===== src/event_timestamp_status_pkg.sv =====
package event_timestamp_status_pkg;
    // Register decode on the management port
    localparam logic [4:0]  STATUS_ADDR   = 5'h1e;
    localparam logic [4:0]  DATA_ADDR     = 5'h1f;
    // Queue geometry
    localparam int          DEPTH         = 8;
    localparam int          UNITS         = 8;
    localparam int          TS_WORDS      = 4;
    localparam logic [3:0]  COUNT_FULL    = 4'h8;
    localparam logic [3:0]  COUNT_EMPTY   = 4'h0;
    localparam logic [2:0]  PTR_RESET     = 3'h0;
    // Status field positions
    localparam int          LOST_LSB      = 8;
    localparam int          LEN_LSB       = 6;
    localparam int          EDGE_BIT      = 5;
    localparam int          UNIT_LSB      = 2;
    localparam int          MULT_BIT      = 1;
    localparam int          DET_BIT       = 0;
    localparam logic [4:0]  RSVD_BITS     = 5'h00;
    localparam logic [10:0] STAT_RESET    = 11'h000;
    // Saturation of the lost counters
    localparam logic [2:0]  LOST_MAX      = 3'h7;
    localparam logic [2:0]  LOST_RESET    = 3'h0;
    // Data word sequence: extended status, then four timestamp words
    localparam logic [2:0]  WORD_EXT      = 3'h0;
    localparam logic [2:0]  WORD_NS_LO    = 3'h1;
    localparam logic [2:0]  WORD_LAST     = 3'h4;
    localparam logic [15:0] WORD_RESET    = 16'h0000;
endpackage : event_timestamp_status_pkg


===== src/event_timestamp_status.sv =====
// Overview of operation
// - Each status register read on a non-empty queue pops the queue and presents the next event.
// - Status reads zero when no event timestamp is waiting.
// - Bits 10:8 count lost events of the reported unit, saturating at seven.
// - Bits 7:6 give changed low timestamp words minus one versus previous event.
// - Bit 5 gives the edge of the reported unit, one for rising.
// - Bits 4:2 name lowest unit with lost events, else lowest capturing unit.
// - Bit 1 flags coincident events; extended status is then first data word.
// - Bit 0 set whenever an event is presented.
// - Upper five bits ignore writes and read as zero.
// - Extended word holds detect bit 2n and rise bit 2n+1 per unit.
module event_timestamp_status (
    // Clock and reset
    input  wire logic        MCLK,
    input  wire logic        RST,
    // Management register port
    input  wire logic [4:0]  REG_ADDR,
    input  wire logic        REG_RD,
    output logic      [15:0] REG_RDATA,
    // Event capture units
    input  wire logic        EVT_STROBE,
    input  wire logic [7:0]  EVT_DET,
    input  wire logic [7:0]  EVT_RISE,
    input  wire logic [29:0] EVT_NS,
    input  wire logic [31:0] EVT_SEC,
    // Queue state
    output logic             EVT_PENDING
);
    localparam int DEPTH    = event_timestamp_status_pkg::DEPTH;
    localparam int UNITS    = event_timestamp_status_pkg::UNITS;
    localparam int TS_WORDS = event_timestamp_status_pkg::TS_WORDS;

    logic [10:0] q_stat       [DEPTH];
    logic [15:0] q_ext        [DEPTH];
    logic [15:0] q_word       [DEPTH][TS_WORDS];
    logic [2:0]  wr_ptr;
    logic [2:0]  rd_ptr;
    logic [3:0]  count;
    logic [2:0]  lost         [UNITS];
    logic [15:0] prev_word    [TS_WORDS];
    logic        pres_valid;
    logic [15:0] pres_ext;
    logic [15:0] pres_word    [TS_WORDS];
    logic [2:0]  word_idx;
    logic [15:0] rdata;
    logic [10:0] next_q_stat  [DEPTH];
    logic [15:0] next_q_ext   [DEPTH];
    logic [15:0] next_q_word  [DEPTH][TS_WORDS];
    logic [2:0]  next_wr_ptr;
    logic [2:0]  next_rd_ptr;
    logic [3:0]  next_count;
    logic [2:0]  next_lost    [UNITS];
    logic [15:0] next_prev_word [TS_WORDS];
    logic        next_pres_valid;
    logic [15:0] next_pres_ext;
    logic [15:0] next_pres_word [TS_WORDS];
    logic [2:0]  next_word_idx;
    logic [15:0] next_rdata;
    logic [15:0] new_word     [TS_WORDS];
    logic [15:0] ext_word;
    logic [2:0]  det_unit;
    logic [2:0]  lost_unit;
    logic [2:0]  rep_unit;
    logic        det_found;
    logic        lost_found;
    logic [1:0]  len;
    logic        mult;
    logic        pop;
    logic        push;
    logic        stat_rd;
    logic        data_rd;

    // Capture side: field encoding of the incoming event
    always_comb begin
        new_word[0] = EVT_NS[15:0];
        new_word[1] = {2'h0, EVT_NS[29:16]};
        new_word[2] = EVT_SEC[15:0];
        new_word[3] = EVT_SEC[31:16];
        for (int u = 0; u < UNITS; u++) begin
            ext_word[2*u]   = EVT_DET[u];
            ext_word[2*u+1] = EVT_RISE[u] & EVT_DET[u];
        end
        det_unit   = 3'h0;
        lost_unit  = 3'h0;
        det_found  = 1'b0;
        lost_found = 1'b0;
        // Lowest index wins, so scan upward and stop at first hit
        for (int u = 0; u < UNITS; u++) begin
            if (!det_found && EVT_DET[u]) begin
                det_unit  = 3'(u);
                det_found = 1'b1;
            end
            if (!lost_found && lost[u] != event_timestamp_status_pkg::LOST_RESET) begin
                lost_unit  = 3'(u);
                lost_found = 1'b1;
            end
        end
        rep_unit = lost_found ? lost_unit : det_unit;
        len = 2'h0;
        for (int w = 0; w < TS_WORDS; w++) begin
            if (new_word[w] != prev_word[w]) begin
                len = 2'(w);
            end
        end
        mult = (EVT_DET & (EVT_DET - 8'h01)) != 8'h00;
    end

    // Queue control and register reads
    always_comb begin
        stat_rd = REG_RD && REG_ADDR == event_timestamp_status_pkg::STATUS_ADDR;
        data_rd = REG_RD && REG_ADDR == event_timestamp_status_pkg::DATA_ADDR;
        pop     = stat_rd && count != event_timestamp_status_pkg::COUNT_EMPTY;
        // A pop in the same cycle frees the slot, so a full queue still accepts
        push    = EVT_STROBE && EVT_DET != 8'h00 &&
                  (count != event_timestamp_status_pkg::COUNT_FULL || pop);
        next_q_stat     = q_stat;
        next_q_ext      = q_ext;
        next_q_word     = q_word;
        next_wr_ptr     = wr_ptr;
        next_rd_ptr     = rd_ptr;
        next_lost       = lost;
        next_prev_word  = prev_word;
        next_pres_valid = pres_valid;
        next_pres_ext   = pres_ext;
        next_pres_word  = pres_word;
        next_word_idx   = word_idx;
        next_rdata      = rdata;
        // Dropped events are counted per unit for the next entry that gets in
        if (EVT_STROBE && !push) begin
            for (int u = 0; u < UNITS; u++) begin
                if (EVT_DET[u] && lost[u] != event_timestamp_status_pkg::LOST_MAX) begin
                    next_lost[u] = lost[u] + 3'h1;
                end
            end
        end
        if (push) begin
            next_q_stat[wr_ptr] = {lost[rep_unit], len, EVT_RISE[rep_unit],
                                   rep_unit, mult, 1'b1};
            next_q_ext[wr_ptr]  = ext_word;
            next_q_word[wr_ptr] = new_word;
            next_wr_ptr         = wr_ptr + 3'h1;
            next_prev_word      = new_word;
            // Only the reported unit's losses are consumed; others wait their turn
            next_lost[rep_unit] = event_timestamp_status_pkg::LOST_RESET;
        end
        if (stat_rd) begin
            if (pop) begin
                next_rdata      = {event_timestamp_status_pkg::RSVD_BITS, q_stat[rd_ptr]};
                next_pres_valid = 1'b1;
                next_pres_ext   = q_ext[rd_ptr];
                next_pres_word  = q_word[rd_ptr];
                next_word_idx   = q_stat[rd_ptr][event_timestamp_status_pkg::MULT_BIT] ?
                                  event_timestamp_status_pkg::WORD_EXT :
                                  event_timestamp_status_pkg::WORD_NS_LO;
                next_rd_ptr     = rd_ptr + 3'h1;
            end else begin
                next_rdata      = event_timestamp_status_pkg::WORD_RESET;
                next_pres_valid = 1'b0;
                next_word_idx   = event_timestamp_status_pkg::WORD_NS_LO;
            end
        end else if (data_rd) begin
            if (!pres_valid) begin
                next_rdata = event_timestamp_status_pkg::WORD_RESET;
            end else if (word_idx == event_timestamp_status_pkg::WORD_EXT) begin
                next_rdata = pres_ext;
            end else begin
                next_rdata = pres_word[2'(word_idx - 3'h1)];
            end
            // Last word repeats rather than wrapping into stale data
            if (word_idx != event_timestamp_status_pkg::WORD_LAST) begin
                next_word_idx = word_idx + 3'h1;
            end
        end else if (REG_RD) begin
            next_rdata = event_timestamp_status_pkg::WORD_RESET;
        end
        next_count = count + {3'h0, push} - {3'h0, pop};
    end

    // State registers
    always_ff @(posedge MCLK or posedge RST) begin
        if (RST) begin
            for (int i = 0; i < DEPTH; i++) begin
                q_stat[i] <= event_timestamp_status_pkg::STAT_RESET;
                q_ext[i]  <= event_timestamp_status_pkg::WORD_RESET;
                for (int w = 0; w < TS_WORDS; w++) begin
                    q_word[i][w] <= event_timestamp_status_pkg::WORD_RESET;
                end
            end
            for (int u = 0; u < UNITS; u++) begin
                lost[u] <= event_timestamp_status_pkg::LOST_RESET;
            end
            for (int w = 0; w < TS_WORDS; w++) begin
                prev_word[w] <= event_timestamp_status_pkg::WORD_RESET;
                pres_word[w] <= event_timestamp_status_pkg::WORD_RESET;
            end
            wr_ptr      <= event_timestamp_status_pkg::PTR_RESET;
            rd_ptr      <= event_timestamp_status_pkg::PTR_RESET;
            count       <= event_timestamp_status_pkg::COUNT_EMPTY;
            pres_valid  <= 1'b0;
            pres_ext    <= event_timestamp_status_pkg::WORD_RESET;
            word_idx    <= event_timestamp_status_pkg::WORD_NS_LO;
            rdata       <= event_timestamp_status_pkg::WORD_RESET;
            EVT_PENDING <= 1'b0;
        end else begin
            q_stat      <= next_q_stat;
            q_ext       <= next_q_ext;
            q_word      <= next_q_word;
            lost        <= next_lost;
            prev_word   <= next_prev_word;
            pres_word   <= next_pres_word;
            wr_ptr      <= next_wr_ptr;
            rd_ptr      <= next_rd_ptr;
            count       <= next_count;
            pres_valid  <= next_pres_valid;
            pres_ext    <= next_pres_ext;
            word_idx    <= next_word_idx;
            rdata       <= next_rdata;
            EVT_PENDING <= next_count != event_timestamp_status_pkg::COUNT_EMPTY;
        end
    end

    assign REG_RDATA = rdata;
endmodule : event_timestamp_status


===== config.mk =====
export PLATFORM = sky130hd
export DESIGN_NAME = event_timestamp_status
export DESIGN_NICKNAME = d
export VERILOG_FILES = /design/src/event_timestamp_status_pkg.sv /design/src/event_timestamp_status.sv
export SDC_FILE = /design/constraint.sdc
export NUM_CORES = 2
export LEC_CHECK = 0
export BUFFER_PORTS_ARGS = -buffer_cell sky130_fd_sc_hd__buf_2
export CAP_MARGIN = 20
export CORE_ASPECT_RATIO = 0.6
export CORE_MARGIN = 4
export CORE_UTILIZATION = 40
export DETAILED_ROUTE_END_ITERATION = 7
export GPL_TIMING_DRIVEN = 1
export PLACE_DENSITY_LB_ADDON = 0.3
export SLEW_MARGIN = 10
export SYNTH_ARGS = -nofsm -noshare
export SYNTH_HDL_FRONTEND = slang
export SYNTH_SLANG_ARGS = --single-unit

===== constraint.sdc =====
create_clock -name MCLK -period 33.8 [get_ports MCLK]
set_input_delay 3.38 -clock MCLK [delete_from_list [all_inputs] [get_ports MCLK]]
set_output_delay 3.38 -clock MCLK [all_outputs]
set_load 0.01 [all_outputs]

==> run_results.csv <==
group,metric,value,unit
global_routing,grt_use_total,19.6,%
cells_and_area,final_area,0.0450,mm²
power_and_ir_drop,p_leak,0.0194,µW
synth,synth_seq_cells,891,
clock_network,htreeDepth,3,
global_routing,grt_pass1_vias,25900,
floorplan,core-area,0.0992,mm²
clock_network,hold_buffers,0,
sta,fmax,0.136,GHz
cells_and_area,drive_gt1_share,35.7,%
setup_path,endpoint,"EVT_PENDING",
drt,wl,103,mm
clock_network,cts_resized,0,
sta,slew-limit-headroom,21.3,%
sta,setup_viol,0,
sta,rsz0062_at_grt,"false",
clock_network,clockRootBuffer,"clkbuf_16",
setup_path,ff2ff_path_depth,14,
setup_path,worstSetupStartpoint,"REG_RD",
synth,yosysUniqueCellTypes,64,
sta,drv_slew,0,
drt,vias,24300,
synth,netlist_instances,2945,
power_and_ir_drop,ir_worst_vdd,0.0511,mV
clock_network,clock-sinks,891,
synth,syn_nets,3067,
synth,synth_seq_area_share,55.2,%
setup_path,r2r-end,"EVT_PENDING",
synth,netlist_area,0.0404,mm²
setup_path,end_kind,"flop",
floorplan,start_util,40.7,%
drt,first_pass_iters,5,
drt,drt-initial-drc-count,2119,
setup_path,cp-start-kind,"input pin",
power_and_ir_drop,finalPower,4390,µW
placement,gp_congestion,0.852,
cells_and_area,fin_nets,3060,
setup_path,crit_required,34.33,ns
run,cap_violations,0,
clock_network,cts_buffers,85,
sta,clock_skew,0.0297,ns
power_and_ir_drop,p_per_area,97.7,mW/mm²
cells_and_area,mostFrequentLayoutCells,"dfrtp_1 (887), mux2_2 (546), nand2_1 (361)",
setup_path,r2r-start,"count[1]",
sta,period_needed,7.37,ns
synth,synth.avg_cell_area,13.7,µm²
setup_path,critical_path_class,"input pin to flop",
global_routing,grt_pass1_wl,160,mm
clock_network,cts_tree,"built",
placement,dp_hpwl,65.6,mm
clock_network,clk_latency,0.68,ns
sta,worst_pin_slew,1.18,ns
placement,place_area,0.0419,mm²
sta,tns,0,ns
setup_path,arrival,7.90,ns
global_routing,grt_max_degree,166,
drt,drtAntennaViolNets,0,
cells_and_area,final_common_cell,"dfrtp_1",
setup_path,ff2ff_setup_slack,29.18,ns
drt,drt-wirelength-per-cell,23.8,µm
setup_path,critPathMaxFanout,65,
floorplan,io_pins,104,
drt,drc,0,
floorplan,num_rows,89,
cells_and_area,syn_to_final_growth,11.3,%
synth,ys.flop_type,"dfrtp_1",
min_path,hold_class,"flop to flop",
clock_network,cts_buffer_depth,3,
synth,ys_warn_count,0,
floorplan,dieArea,0.106,mm²
floorplan,fp.dieH,254,µm
floorplan,fp.dieW,418,µm
placement,portBuffers,103,
sta,hold_violations,0,
clock_network,post-cts-setup-buffer-count,0,
global_routing,grt_antenna_before_repair,19,
drt,avgViaCountPerCell,5.62,
synth,synth_edf_count,0,
status,status,"finished, final reports clean",
global_routing,grt-ovfl-total,0,
synth,postSynth.asyncResetShare,100,%
sta,finalCritPeriodShare,21.8,%
clock_network,clk_pin_slew,0.06,ns
==> report_power, final <==
group | internal (µW) | leakage, µW | switching, µW | total, µW
clock | 592 | 0.00143 | 426 | 1020
sequential | 1560 | 0.0109 | 307 | 1870
combinational | 799 | 0.00704 | 711 | 1510
==> synthesized netlist by cell type, types with 2 or more instances <==
cell type  count  area share, %
buf_2         33           0.41
nor4_1        15           0.23
nand3_1       11           0.14
ha_1          34            1.1
dfrtp_1      890             55
nor3_1        15           0.19
and3_1         2          0.031
o21ai_0      207            2.6
mux2_4        39            1.4
mux4_2       192             11
nand3b_1       2          0.037
or4_1          3          0.056
maj3_1         2          0.050
nand2_1      361            3.4
and4bb_2       2          0.062
a21o_1         2          0.037
nand4b_1       4          0.087
or3_1          7           0.11
nand2b_1      22           0.34
xnor2_1       47            1.0
buf_1         46           0.43
o22ai_1        5          0.077
mux2_2       546             15
o221ai_1      11           0.24
nor4bb_1       2          0.050
o2111a_1       2          0.056
xor2_1        13           0.28
nand4_1       10           0.15
a21oi_1       11           0.14
mux2i_1      122            3.0
o2111ai_1      8           0.17
o211ai_1       8           0.15
and2_1         2          0.031
nor2_1        37           0.34
inv_1         45           0.42
buf_6          5           0.14
a31oi_1        2          0.031
clkbuf_1     154            1.4
==> cells by family after synthesis <==
| kind of cell | Yosys count | synth area share, % |
|---|---|---|
| compound gates | 271 | 3.78 |
| xor+xnor | 60 | 1.30 |
| fa+ha+maj | 37 | 1.15 |
| buf+inv | 286 | 2.86 |
| flops | 891 | 55.2 |
| mux | 899 | 30.4 |
| simple gates | 501 | 5.33 |
==> sequential cells by signal, indices dropped and copies added (netlist names) <==
| name | flops |
|---|---|
| q_ext | 128 |
| lost | 24 |
| q_stat | 88 |
| REG_RDATA | 16 |
| EVT_PENDING | 1 |
| rd_ptr | 3 |
| wr_ptr | 3 |
| word_idx | 3 |
| prev_word | 46 |
| pres_valid | 1 |
| pres_ext | 16 |
| count | 4 |
| pres_word | 62 |
| q_word | 496 |
==> worst min path at each step <==
stage | from | endpoint | slack, ns | depth (start not counted)
global route | q_stat[0] | q_stat[0] | 0.48 | 1
CTS | q_stat[44] | q_stat[44] | 0.47 | 1
finish | q_stat[0] | q_stat[0] | 0.47 | 1
global placement | q_stat[0] | q_stat[0] | 0.44 | 1
floorplan | q_stat[11] | q_stat[11] | 0.43 | 1
detailed placement | q_stat[44] | q_stat[44] | 0.45 | 1
==> layer usage <==
metal	GRT usage (%)	wire (µm)	vias up
met5	0	88	-
met1	28.1	47800	13100
met2	31.0	47800	539
li1	-	-	10600
met4	4.13	1720	12
met3	4.35	5790	140
==> cell type report <==
cell class                      count  area [µm²]
Antenna cell                        4        10.0
Clock buffer                      119        2410
Clock inverter                     35         524
Fill cell                        8612       54200
Inverter                           48         189
Multi-Input combinational cell   1768       17000
Sequential cell                   891       22300
Tap cell                         1319        1650
Timing Repair Buffer              144         908
==> worst max-delay path, stage by stage <==
cell      delay [ns]
buf_2           0.34
and3_1          0.24
nand3_1         0.15
a211o_4         0.53
clkinv_2        0.16
o21a_2          0.14
buf_4           0.67
inv_2           0.14
buf_4           0.35
ha_1            0.37
inv_1           0.07
ha_1            0.16
inv_1           0.07
fa_1            0.51
inv_1           0.05
or4_1           0.51
==> stage by stage <==
stage          instances  util, %  hold WS [ns]  worst slack (ns)
2_1_floorplan       2945        -         0.429              5.38
3_3_place_gp        4166     42.3         0.444             25.73
3_5_place_dp        4166     42.3         0.447             25.61
4_1_cts             4320     45.2         0.467             26.33
5_1_grt             4327     45.3         0.476             26.26
6_report            4328     45.3         0.465             26.43
Note: power is estimated with default switching activity, not from simulation.
